File: src/logic/fus_pkg.sv
// package: register map, field layout, reset values and operation codes for the flash front end
package fus_pkg;
  localparam int unsigned DATA_W = 32;
  localparam int unsigned ADDR_W = 8;

  // register byte offsets
  localparam logic [7:0] OFS_KEY = 8'h00;
  localparam logic [7:0] OFS_ADDR = 8'h10;
  localparam logic [7:0] OFS_CTRL = 8'h20;
  localparam logic [7:0] OFS_OPADDR = 8'h30;
  localparam logic [7:0] OFS_STATUS = 8'h34;

  // reset values
  localparam logic [31:0] RST_KEY = 32'h0000_0000;
  localparam logic [31:0] RST_ADDR = 32'h0000_0000;
  localparam logic [3:0] RST_OP = 4'h0;

  // control register layout
  localparam int unsigned CTRL_OP_LSB = 0;
  localparam int unsigned OP_W = 4;
  localparam int unsigned CTRL_START_BIT = 8;

  // status register layout
  localparam int unsigned STAT_VALID_BIT = 0;
  localparam int unsigned STAT_ERR_BIT = 1;
  localparam int unsigned STAT_KEY_BIT = 2;

  // operation codes carried in the operation-select field
  localparam logic [3:0] OP_NONE = 4'h0;
  localparam logic [3:0] OP_PAGE_ERASE = 4'h1;
  localparam logic [3:0] OP_ROW_PROGRAM = 4'h2;
  localparam logic [3:0] OP_DWORD_PROGRAM = 4'h3;

  // low address bits disregarded per operation
  localparam int unsigned PAGE_IGNORE_BITS = 11;
  localparam int unsigned ROW_IGNORE_BITS = 8;
  localparam int unsigned DWORD_IGNORE_BITS = 2;
endpackage

File: src/logic/fus_addr_decode.sv
// target address decoder: masks and captures the address at the start of an operation
`timescale 1ns/1ps
module fus_addr_decode #(
  parameter int unsigned ADDR_BITS = 32
) (
  input wire logic clk,
  input wire logic sys_rst,
  input wire logic start,
  input wire logic [fus_pkg::OP_W-1:0] op_select,
  input wire logic [ADDR_BITS-1:0] target_addr,
  output logic [ADDR_BITS-1:0] op_addr,
  output logic op_valid,
  output logic op_err
);
  // refused at elaboration: page masking needs more bits than it clears
  if (ADDR_BITS < fus_pkg::PAGE_IGNORE_BITS + 1) begin : g_width_check
    $error("address too narrow for page masking");
  end

  // clears the low bits that the selected operation disregards
  function automatic logic [ADDR_BITS-1:0] mask_for(input logic [fus_pkg::OP_W-1:0] op);
    logic [ADDR_BITS-1:0] ones;
    ones = '1;
    case (op)
      fus_pkg::OP_PAGE_ERASE: mask_for = ones << fus_pkg::PAGE_IGNORE_BITS;
      fus_pkg::OP_ROW_PROGRAM: mask_for = ones << fus_pkg::ROW_IGNORE_BITS;
      fus_pkg::OP_DWORD_PROGRAM: mask_for = ones << fus_pkg::DWORD_IGNORE_BITS;
      default: mask_for = '0;
    endcase
  endfunction

  function automatic logic op_known(input logic [fus_pkg::OP_W-1:0] op);
    op_known = (op == fus_pkg::OP_PAGE_ERASE) || (op == fus_pkg::OP_ROW_PROGRAM) ||
      (op == fus_pkg::OP_DWORD_PROGRAM);
  endfunction

  logic [ADDR_BITS-1:0] addr_reg;
  logic [ADDR_BITS-1:0] addr_next;
  logic valid_reg;
  logic valid_next;
  logic err_reg;
  logic err_next;

  always_comb begin
    addr_next = addr_reg;
    valid_next = 1'b0;
    err_next = err_reg;
    if (start) begin
      // the select value of this very cycle decides the masking
      err_next = !op_known(op_select);
      valid_next = op_known(op_select);
      if (op_known(op_select)) begin
        addr_next = target_addr & mask_for(op_select);
      end
    end
  end

  always_ff @(posedge clk) begin
    if (sys_rst) begin
      addr_reg <= '0;
      valid_reg <= 1'b0;
      err_reg <= 1'b0;
    end else begin
      addr_reg <= addr_next;
      valid_reg <= valid_next;
      err_reg <= err_next;
    end
  end

  assign op_addr = addr_reg;
  assign op_valid = valid_reg;
  assign op_err = err_reg;
endmodule

File: src/logic/fus_regs.sv
// flash front end: unlock key and target address registers on an apb slave
`timescale 1ns/1ps
// Overview of operation
// - key register takes the written byte lanes whose pstrb bit is set; reads of it always give zero
// - target address is 32-bit read/write and clears to zero at reset
// - page erase ignores address bits 10:0
// - row program ignores address bits 7:0
// - double-word program selects a 32-bit location, ignoring address bits 1:0
// - key register is 32-bit write-only and resets to zero
module fus_regs (
  input wire logic clk,
  input wire logic sys_rst,
  input wire logic psel,
  input wire logic penable,
  input wire logic pwrite,
  input wire logic [fus_pkg::ADDR_W-1:0] paddr,
  input wire logic [fus_pkg::DATA_W-1:0] pwdata,
  input wire logic [3:0] pstrb,
  output logic pready,
  output logic [fus_pkg::DATA_W-1:0] prdata,
  output logic pslverr,
  output logic [fus_pkg::DATA_W-1:0] unlock_key,
  output logic unlock_key_written,
  output logic [fus_pkg::OP_W-1:0] op_select,
  output logic [fus_pkg::DATA_W-1:0] op_addr,
  output logic op_start,
  output logic op_valid,
  output logic op_err
);
  localparam int unsigned DW = fus_pkg::DATA_W;

  function automatic logic [DW-1:0] apply_strobes(input logic [DW-1:0] old_v, input logic [DW-1:0] new_v,
      input logic [3:0] strb);
    logic [DW-1:0] res;
    res = old_v;
    for (int i = 0; i < 4; i++) begin
      if (strb[i]) begin
        res[i*8 +: 8] = new_v[i*8 +: 8];
      end
    end
    apply_strobes = res;
  endfunction

  function automatic logic is_mapped(input logic [fus_pkg::ADDR_W-1:0] a);
    is_mapped = (a == fus_pkg::OFS_KEY) || (a == fus_pkg::OFS_ADDR) || (a == fus_pkg::OFS_CTRL) ||
      (a == fus_pkg::OFS_OPADDR) || (a == fus_pkg::OFS_STATUS);
  endfunction

  logic access;
  logic wr_en;
  logic rd_en;

  logic [DW-1:0] key_reg;
  logic [DW-1:0] key_next;
  logic key_wr_reg;
  logic key_wr_next;
  logic key_seen_reg;
  logic key_seen_next;
  logic [DW-1:0] addr_reg;
  logic [DW-1:0] addr_next;
  logic [fus_pkg::OP_W-1:0] op_reg;
  logic [fus_pkg::OP_W-1:0] op_next;
  logic start_reg;
  logic start_next;
  logic [DW-1:0] rdata_reg;
  logic [DW-1:0] rdata_next;
  logic err_reg;
  logic err_next;

  logic [DW-1:0] dec_addr;
  logic dec_valid;
  logic dec_err;
  logic valid_seen_reg;
  logic valid_seen_next;

  // zero wait states: every access completes in its first access cycle
  assign access = psel && penable;
  assign wr_en = access && pwrite;
  assign rd_en = access && !pwrite;
  assign pready = 1'b1;

  // register writes
  always_comb begin
    key_next = key_reg;
    key_wr_next = 1'b0;
    key_seen_next = key_seen_reg;
    addr_next = addr_reg;
    op_next = op_reg;
    start_next = 1'b0;
    if (wr_en) begin
      case (paddr)
        fus_pkg::OFS_KEY: begin
          key_next = apply_strobes(key_reg, pwdata, pstrb);
          key_wr_next = 1'b1;
          key_seen_next = 1'b1;
        end
        fus_pkg::OFS_ADDR: begin
          addr_next = apply_strobes(addr_reg, pwdata, pstrb);
        end
        fus_pkg::OFS_CTRL: begin
          if (pstrb[0]) begin
            op_next = pwdata[fus_pkg::CTRL_OP_LSB +: fus_pkg::OP_W];
          end
          // start uses the select value written in the same access
          if (pstrb[1]) begin
            start_next = pwdata[fus_pkg::CTRL_START_BIT];
          end
        end
        default: begin
        end
      endcase
    end
  end

  always_ff @(posedge clk) begin
    if (sys_rst) begin
      key_reg <= fus_pkg::RST_KEY;
      key_wr_reg <= 1'b0;
      key_seen_reg <= 1'b0;
      addr_reg <= fus_pkg::RST_ADDR;
      op_reg <= fus_pkg::RST_OP;
      start_reg <= 1'b0;
    end else begin
      key_reg <= key_next;
      key_wr_reg <= key_wr_next;
      key_seen_reg <= key_seen_next;
      addr_reg <= addr_next;
      op_reg <= op_next;
      start_reg <= start_next;
    end
  end

  // read data and error are registered in the access cycle, so they follow one cycle later;
  // prdata is therefore taken combinationally below from the decode of the same cycle
  always_comb begin
    rdata_next = '0;
    err_next = 1'b0;
    if (access && !is_mapped(paddr)) begin
      err_next = 1'b1;
    end
    if (rd_en) begin
      case (paddr)
        fus_pkg::OFS_KEY: rdata_next = '0;
        fus_pkg::OFS_ADDR: rdata_next = addr_reg;
        fus_pkg::OFS_CTRL: rdata_next[fus_pkg::CTRL_OP_LSB +: fus_pkg::OP_W] = op_reg;
        fus_pkg::OFS_OPADDR: rdata_next = dec_addr;
        fus_pkg::OFS_STATUS: begin
          rdata_next[fus_pkg::STAT_VALID_BIT] = valid_seen_reg;
          rdata_next[fus_pkg::STAT_ERR_BIT] = dec_err;
          rdata_next[fus_pkg::STAT_KEY_BIT] = key_seen_reg;
        end
        default: rdata_next = '0;
      endcase
    end
  end

  always_ff @(posedge clk) begin
    if (sys_rst) begin
      rdata_reg <= '0;
      err_reg <= 1'b0;
    end else begin
      rdata_reg <= rdata_next;
      err_reg <= err_next;
    end
  end

  // answer is valid in the access cycle itself; in the next cycle prdata gives the registered copy, then zero, and pslverr is zero
  assign prdata = access ? rdata_next : rdata_reg;
  assign pslverr = access ? err_next : 1'b0;

  // a valid capture is sticky until the next start; a new capture in the same cycle wins
  always_comb begin
    valid_seen_next = valid_seen_reg;
    if (start_reg) begin
      valid_seen_next = 1'b0;
    end
    if (dec_valid) begin
      valid_seen_next = 1'b1;
    end
  end

  always_ff @(posedge clk) begin
    if (sys_rst) begin
      valid_seen_reg <= 1'b0;
    end else begin
      valid_seen_reg <= valid_seen_next;
    end
  end

  fus_addr_decode #(
    .ADDR_BITS(DW)
  ) u_decode (
    .clk(clk),
    .sys_rst(sys_rst),
    .start(start_reg),
    .op_select(op_reg),
    .target_addr(addr_reg),
    .op_addr(dec_addr),
    .op_valid(dec_valid),
    .op_err(dec_err)
  );

  assign unlock_key = key_reg;
  assign unlock_key_written = key_wr_reg;
  assign op_select = op_reg;
  assign op_start = start_reg;
  assign op_addr = dec_addr;
  assign op_valid = dec_valid;
  assign op_err = dec_err;
endmodule

File: config.mk
export PLATFORM = sky130hd
export DESIGN_NAME = fus_regs
export DESIGN_NICKNAME = d
export VERILOG_FILES = /design/src/logic/fus_pkg.sv /design/src/logic/fus_addr_decode.sv /design/src/logic/fus_regs.sv
export SDC_FILE = /design/constraint.sdc
export NUM_CORES = 1
export LEC_CHECK = 0
export BUFFER_PORTS_ARGS = -buffer_cell sky130_fd_sc_hd__buf_2
export CAP_MARGIN = 20
export CORE_ASPECT_RATIO = 2
export CORE_MARGIN = 3
export CORE_UTILIZATION = 50
export CTS_CLUSTER_DIAMETER = 120
export DETAILED_ROUTE_END_ITERATION = 7
export GPL_ROUTABILITY_DRIVEN = 0
export HOLD_SLACK_MARGIN = 0.12
export PLACE_DENSITY = 0.77
export SLEW_MARGIN = 10
export SYNTH_ARGS = -nofsm -noshare
export SYNTH_HDL_FRONTEND = slang
export SYNTH_SLANG_ARGS = --single-unit
export TNS_END_PERCENT = 20
File: constraint.sdc
create_clock -name clk -period 7.65 [get_ports clk]
set_input_delay 1.53 -clock clk [delete_from_list [all_inputs] [get_ports clk]]
set_output_delay 1.53 -clock clk [all_outputs]
set_load 0.05 [all_outputs]
Word level (Yosys, flattened, before mapping)
Cells that the tools add are included.
- equal/unequal tests: 7
- muxes and demuxes: 13
- bitwise gates (word level): 5
- reduce and logical (&&, ||, !) cells: 29
- operator list (kind ; number):
    32-bit two-way mux ; 4
    32-bit one-hot mux with 3 select lines ; 1
    28-bit one-hot mux with 2 select lines ; 1
    32-bit AND ; 1
    3-bit AND reduction ; 9
    8-bit by 6-bit == test with 1-bit output (second input constant) ; 3
    3-bit one-hot mux with 4 select lines ; 1
    4-bit by 2-bit == test with 1-bit output (second input constant) ; 2
    8-bit by 5-bit == test with 1-bit output (second input constant) ; 1
    8-bit zero test ; 1
    1-bit logical OR ; 6
    1-bit two-way mux ; 5
    4-bit by 1-bit == test with 1-bit output (second input constant) ; 1
    1-bit logical AND ; 4
    1-bit inverter ; 4
    2-bit AND reduction ; 2
    2-bit OR reduction ; 2
    4-bit OR reduction ; 1
    1-bit zero test ; 3
    1-bit one-hot mux with 3 select lines ; 1
    2-bit nonzero test ; 1
- flip-flop bits (word level): 138
- output and inout port bits: 106

Longest topological paths before layout
Gate-level depths: netlist of the first run.
- word-level depth: 9
- depth in mapped cells: 7

Modules after synthesis
From an unflattened synthesis of the first run, not the netlist that was laid out.
- cells, all modules: 547
- area, all modules: 5667.9 um2
- modules (own cells, without submodules) (module ; instances ; cells an instance ; area each (um2) ; seq. area each (um2)):
    fus_regs ; 1 ; 468 ; 4590.7 ; 2082.0
    fus_addr_decode ; 1 ; 79 ; 1077.3 ; 640.6

Least setup slack after synthesis of the first run
No wires, ideal clock.
- path type: input port to output port
- start point: in paddr[7] in the netlist's numbering
- end point: out prdata[0] in the netlist's numbering
- arrival time: 3720 ps
- data required time: 6120 ps
- setup slack: 2400 ps
- stages on the path: 4
- path through: or4_4 > or2_2 > a311o_1 > o21ai_0
- longest elaborated chain between the ends: 4
- elaborated cells on any way between the ends: 7
- RTL lines (element ; RTL line ; text):
    from (decl) ; fus_regs.sv:16 ; input wire logic [fus_pkg::ADDR_W-1:0] paddr,
    8-bit by 6-bit == test with 1-bit output / 8-bit by 5-bit == test with 1-bit output (equally long branches) ; fus_regs.sv:142 ; case (paddr)
    3-bit one-hot mux with 4 select lines (*) ; fus_regs.sv:142 ;
    32-bit two-way mux (*) ; fus_regs.sv:141 ; if (rd_en) begin
    32-bit two-way mux (*) ; fus_regs.sv:168 ; assign prdata = access ? rdata_next : rdata_reg;
    to (decl) ; fus_regs.sv:20 ; output logic [fus_pkg::DATA_W-1:0] prdata,
Every way passes the cells marked *; elsewhere a longest branch is shown, timed or not.

Final worst setup path of the first run
- start point: in paddr[2] in the netlist's numbering
- end point: out prdata[14] in the netlist's numbering
- longest elaborated chain between the ends: 4
- elaborated cells on any way between the ends: 5
- RTL lines (element ; RTL line):
    8-bit by 6-bit == test with 1-bit output / 8-bit by 5-bit == test with 1-bit output (equally long branches) ; fus_regs.sv:142
    28-bit one-hot mux with 2 select lines (*) ; fus_regs.sv:142
    32-bit two-way mux (*) ; fus_regs.sv:141
    32-bit two-way mux (*) ; fus_regs.sv:168
Marked as above.

==> results by group, run 1 <==
Status
  – Outcome: finished, final reports clean

Place
  – Final HPWL DP: 10640 um
  – Worst slack, placed: 1.543 ns
  – Placement Cell Area: approximately 0.0064 mm2
  – IO Port Bufs: between 150 and 200

Final layout
  – Ant. Diodes: 0
  – Post-route design area: 0.007004 mm2
  – Commonest non-fill, non-tap cell in the layout: buf_2
  – Most frequent cells in the layout: 152 x buf_2, 136 x dfxtp_1, 79 x nor2_1, 69 x mux2i_1, 59 x a22o_1
  – Synthesis-to-finish area growth: 26.02%
  – Layout cell share with drive strength beyond 1: 0.2889
  – Fillers: 879
  – Final net count: 756

Logic synthesis
  – Simple-gate share of the synthesized area: 0.1684
  – Post-synthesis sequential area ratio: 0.4899
  – Largest family of logic cells by synthesized area: compound AO/OA/AOI/OAI gates
  – Mean post-synth cell area: 9.734 um2
  – Mux contribution to synthesized area: 0.1263
  – Post-Synthesis Cells: between 500 and 600
  – Mapped Area: roughly 0.0056 mm2
  – Yosys cell types: 39
  – Post-Synth Adder-Cell Area: 0.001801
  – YS warnings: 0
  – Share of the synthesized area in the top cell type: 0.4899
  – Largest area contributor in the netlist: dfxtp_1
  – Synth Area in Compound Gates: 0.1749
  – Seq cells post-synth: 136
  – Area share of xor/xnor cells in the synthesized design: 0
  – Synth top area cells: dfxtp_1 49%, mux2i_1 12%, a22o_1 9.3%

Drt
  – DR vias/cell: 5.662
  – WL met2: between 8000 and 9000 um
  – Remaining antenna violation count: 0
  – Met3 WL post-DR: 837 um
  – Max layer used: met4
  – Drt drc: 0
  – Via count: approximately 4900
  – WL met1: 5863 um
  – Post-Route WL: 15390 um
  – DRT iter0 DRCs: roughly 220
  – Wire per inst: 17.95 um
  – Drt pass-1 iters: 5

Global route
  – Initial antenna violation count: 0
  – Number of global-route vias before repair: ~4800
  – GRT overflow: 0
  – Global Route Usage Sum: 0.2523
  – First-pass GRT wire length: between 20000 and 25000 um
  – Largest net degree at the start of global routing: between 70 and 80

Pwr
  – Int Pwr: 1263 uW
  – Pwr/cell area: 228.6 mW/mm2
  – Switching power: 338.4 uW
  – Switching share of total power: 0.2113
  – Pleak: 0.003669 uW
  – Power share of the clock group: 0.524
  – Sequential Power Share: 0.443
  – Combinational power share: 0.034
  – Worst VDD drop: 0.0001708 V
  – Power Total: 1601 uW

Die
  – DIE WIDTH: between 80 and 90 um
  – Die area: 0.01249 mm2
  – Starting density of the core: 0.5206
  – Io pins: between 150 and 200
  – Die Y: between 150 and 200 um
  – CORE AREA: 0.01068 mm2
  – Num rows: 53

Clock network
  – Worst-Skew Late Latency: 0.41 ns
  – CTS hold repair buffers: 0
  – CTS Sinks: roughly 140
  – H-Tree Depth: 4
  – Total CTS buffers: 17
  – CTS Buffer Depth: 2
  – Clock root buffer: clkbuf_16
  – CTS tree: yes
  – Reg clk slew, reported paths: 0.05 ns
  – CTS resizes: 0
  – Postcts setup bufs: 0

Critical path
  – Worst Path Max Fanout: 17
  – CP Data Arrival Time: 3.99 ns
  – Crit Path Category: in -> out
  – Nature of the critical path startpoint: input pin
  – Critical Path Sink Type: output port
  – CP Data Required Time: 6.12 ns

Run
  – Max-Cap Viols: 0

Timing
  – Final-report hold violation count: 0
  – Sum Neg Setup Slack: 0 ns
  – Final worst setup slack: ~2.1 ns
  – Crit share post-route: 0.7210
  – Final setup fails: 0
  – Max Freq: 181.3 MHz
  – Slew margin rel.: 0.3287
  – Final count of pins violating max slew: 0
  – Final min period: approximately 5.5 ns
  – Unrepaired setup endpoints after global routing: no
  – Fin Clk Skew: 0.006545 ns
  – Worst Tran Pin Value: 1.007 ns

Min path
  – Worst Hold Class: reg -> reg
==> cell usage after synthesis <==
library cell	n
dfxtp_1	136
nor2_1	79
mux2i_1	69
a22o_1	59
nand2_1	38
o21ai_0	32
nand2b_1	29
clkbuf_1	28
a21o_1	20
nand4_1	10
a21o_2	8
buf_2	7
a21oi_1	6
nor2b_1	6
nand3_1	5
and2_1	4
buf_4	4
inv_1	3
a311o_1	2
and3b_1	2
and4_1	2
buf_6	2
conb_1	2
or2_2	2
or4_4	2
a32o_1	1
and4b_1	1
and4bb_2	1
buf_1	1
maj3_1	1
mux2_2	1
nor3_1	1
nor3_2	1
nor3_4	1
nor3b_1	1
nor4_2	1
nor4_4	1
o21a_1	1
o31ai_1	1
==> power groups by stage <==
stage          registers, uW  logic, uW  clock network, uW
2_1_floorplan            724       30.0                  0
3_3_place_gp             724       51.4                  0
3_5_place_dp             724       52.9                  0
4_1_cts                  709       53.2                850
5_1_grt                  708       57.6                877
6_report                 709       53.9                839
==> routing by layer <==
metal	global-route usage	vias up
met5	0	-
met4	0.1201	0
met3	0.06605	38
met2	0.4553	184
met1	0.2636	2346
li1	-	2284
==> layout make-up <==
cell class	instances	area (um2)	area share
clock buffers	21	470.5	0.06717
clock inverters	11	146.4	0.02090
inverters	3	11.26	0.001608
multi-input cells	391	2649	0.3782
flip-flops and latches	136	2723	0.3887
well taps	137	171.4	0.02447
repair buffers	158	833.3	0.1190
==> critical path: stages <==
cell	delay (ns)
buf_2	0.18
nor4_2	0.54
nand4_1	0.61
buf_4	0.43
o21ai_0	0.31
a21o_1	0.12
buf_2	0.25
==> kinds of logic (layout without fill, tap and decap cells) <==
group | after synthesis | in the layout
other | 2 | 3
adders and majority gates | 1 | 1
muxes | 70 | 70
buffers and inverters | 45 | 193
AOI/OAI and AO/OA | 130 | 130
and+or+nand+nor | 187 | 187
DFF | 136 | 136
==> path summary, 6_finish.rpt <==
kind	start	endpoint	cells past startpoint	slack, ns
worst max register to register	op_start$_SDFF_PP0_	u_decode.op_addr[3]$_SDFFE_PP0P_	4	5.10
worst min-delay path	key_seen_reg$_SDFFE_PP0P_	key_seen_reg$_SDFFE_PP0P_	2	0.46
worst max-delay path	paddr[2]	prdata[14]	7	2.13
worst min register to register	key_seen_reg$_SDFFE_PP0P_	key_seen_reg$_SDFFE_PP0P_	2	0.46
==> per-stage QoR <==
step	instances	util	hold WS, ns
2_1_floorplan	572	-	0.4252
3_3_place_gp	822	0.5938	0.4496
3_5_place_dp	824	0.5978	0.4553
4_1_cts	856	0.6556	0.4636
5_1_grt	857	0.6560	0.4838
6_report	857	0.6560	0.4613
Note: power is estimated with default switching activity, not from simulation.
==> run 2: changes to the inputs <==
--- a/config.mk
+++ b/config.mk
@@ -9,12 +9,12 @@
 export CAP_MARGIN = 20
 export CORE_ASPECT_RATIO = 2
 export CORE_MARGIN = 3
-export CORE_UTILIZATION = 50
+export CORE_UTILIZATION = 47
 export CTS_CLUSTER_DIAMETER = 120
 export DETAILED_ROUTE_END_ITERATION = 7
 export GPL_ROUTABILITY_DRIVEN = 0
 export HOLD_SLACK_MARGIN = 0.12
-export PLACE_DENSITY = 0.77
+export PLACE_DENSITY = 0.76
 export SLEW_MARGIN = 10
 export SYNTH_ARGS = -nofsm -noshare
 export SYNTH_HDL_FRONTEND = slang
==> constraint.sdc (replaced) <==
create_clock -name clk -period 4.83 [get_ports clk]
set_input_delay 0.966 -clock clk [delete_from_list [all_inputs] [get_ports clk]]
set_output_delay 0.966 -clock clk [all_outputs]
set_load 0.05 [all_outputs]
==> run 2 against run 1 <==
Critical path depth did not move; cell count rose by 1.1%; clock power increased by 69%; clock-buffer cell count up 2; core utilization is 3.8 points lower; register-to-register slack lost 2.1 ns; total power rose by 64%; critical path type unchanged; combinational power is 59% higher; sequential power up 58%; hold slack improved by 0.0026 ns.
==> results by group, run 2 (synthesized netlist as in run 1, its figures left out) <==
Clock network
  – H-Tree Depth: 4
  – CTS Buffer Depth: 2
  – CTS resizes: 0
  – CTS tree: yes
  – CTS Sinks: between 100 and 150
  – Clock root buffer: clkbuf_16
  – Total CTS buffers: 17
  – Postcts setup bufs: 0
  – CTS hold repair buffers: 0
  – Reg clk slew, reported paths: 0.06 ns
  – Worst-Skew Late Latency: ~0.41 ns

Critical path
  – CP Data Arrival Time: 2.94 ns
  – Critical Path Sink Type: output port
  – Setup crit start: paddr[7]
  – Worst R2R Path Depth: 3
  – Worst Path Max Fanout: 18
  – Crit Path Category: in -> out
  – Reg-to-Reg End: u_decode.op_addr[16]$_SDFFE_PP0P_
  – FF-to-FF Start: op_select[1]$_SDFFE_PP0P_
  – Reg2Reg Setup Slack: around 3 ns
  – Worst setup endpoint: prdata[14]
  – CP Data Required Time: 3.86 ns
  – Nature of the critical path startpoint: input pin

Die
  – Io pins: between 150 and 200
  – Num rows: 55
  – DIE WIDTH: 82.90 um
  – CORE AREA: 0.01142 mm2
  – Die Y: 159.8 um
  – Starting density of the core: 0.4865
  – Die area: 0.01325 mm2

Drt
  – Remaining antenna violation count: 0
  – Drt drc: 0
  – Via count: 4877
  – DRT iter0 DRCs: 251
  – DR vias/cell: 5.632
  – Wire per inst: 18.55 um
  – Post-Route WL: 16070 um
  – Drt pass-1 iters: 5

Pwr
  – Power share of the clock group: 0.540
  – Sequential Power Share: 0.427
  – Switching share of total power: 0.2058
  – Pleak: 0.003707 uW
  – Combinational power share: 0.033
  – Int Pwr: 2087 uW
  – Switching power: ~540 uW
  – Pwr/cell area: approximately 370 mW/mm2
  – Worst VDD drop: 0.0003400 V

Global route
  – Largest net degree at the start of global routing: 40
  – Initial antenna violation count: 0
  – First-pass GRT wire length: 25670 um
  – GRT overflow: 0
  – Number of global-route vias before repair: 5032
  – Global Route Usage Sum: 0.2410

Timing
  – Final min period: 3.910 ns
  – Max Freq: ~260 MHz
  – Unrepaired setup endpoints after global routing: no
  – Final-report hold violation count: 0
  – Worst Tran Pin Value: 0.9746 ns
  – Slew margin rel.: 0.3488
  – Final worst setup slack: around 0.9 ns
  – Final setup fails: 0
  – Fin Clk Skew: 0.01036 ns
  – Final count of pins violating max slew: 0
  – Sum Neg Setup Slack: 0 ns
  – Crit share post-route: 0.8095

Final layout
  – Synthesis-to-finish area growth: 26.97%
  – Most frequent cells in the layout: 151 x buf_2, 136 x dfxtp_1, 79 x nor2_1, 69 x mux2i_1, 59 x a22o_1
  – Ant. Diodes: 0
  – Layout cell share with drive strength beyond 1: 0.2928
  – Final net count: 760
  – Commonest non-fill, non-tap cell in the layout: buf_2
  – Final Core Density: 0.6177

Status
  – Outcome: finished, final reports clean

Place
  – Worst slack, placed: 0.9256 ns
  – IO Port Bufs: 151
  – Final HPWL DP: 11230 um

Run
  – Max-Cap Viols: 0

Min path
  – Worst Hold Class: reg -> reg
-- run 2: worst min path at each step --
stage	startpoint	depth (start not counted)	endpoint	slack, ns
finish	key_seen_reg$_SDFFE_PP0P_	2	key_seen_reg$_SDFFE_PP0P_	0.46
global route	u_decode.op_valid$_SDFF_PP0_	2	valid_seen_reg$_SDFFE_PP0P_	0.50
CTS	key_seen_reg$_SDFFE_PP0P_	2	key_seen_reg$_SDFFE_PP0P_	0.46
detailed placement	key_seen_reg$_SDFFE_PP0P_	2	key_seen_reg$_SDFFE_PP0P_	0.45
global placement	key_seen_reg$_SDFFE_PP0P_	2	key_seen_reg$_SDFFE_PP0P_	0.45
floorplan	key_seen_reg$_SDFFE_PP0P_	2	key_seen_reg$_SDFFE_PP0P_	0.43
-- run 2: worst max-delay path: stages --
cell    delay, ns
buf_2        0.11
or4_4        0.55
or4_4        0.44
nor3_4       0.18
buf_4        0.27
a21o_1       0.15
buf_2        0.26
-- run 2: power groups by stage --
stage | registers (uW) | logic (uW) | clock network, uW
6_report | 1120 | 85.5 | 1420
5_1_grt | 1120 | 92.9 | 1480
4_1_cts | 1120 | 85.5 | 1430
3_5_place_dp | 1150 | 84.6 | 0
3_3_place_gp | 1150 | 83.2 | 0
2_1_floorplan | 1150 | 47.5 | 0
-- run 2: stage by stage --
stage	area [um2]	power, uW	cells	hold WS, ns
6_report	7057	2627	866	0.4639
5_1_grt	7057	2693	866	0.4950
4_1_cts	7057	2642	866	0.4623
3_5_place_dp	6399	1231	834	0.4547
3_3_place_gp	6399	1230	834	0.4485
2_1_floorplan	5562	1194	572	0.4252
-- run 2: layer usage --
metal | GRT usage | part of all wire | vias to the layer above
met5 | 0 | 0 | -
met4 | 0.1079 | 0.030 | 0
met3 | 0.05782 | 0.051 | 40
met2 | 0.4532 | 0.56 | 171
met1 | 0.2464 | 0.36 | 2378
li1 | - | - | 2288
-- run 2: final cells by class --
cell class | instances | area [um2]
clock inverter | 9 | 160.2
tap | 142 | 177.7
inverter | 3 | 11.26
sequential | 136 | 2723
timing repair buffer | 162 | 838.3
clock buffer | 23 | 498.0
fill | 975 | 4367
multi-input combinational | 391 | 2649
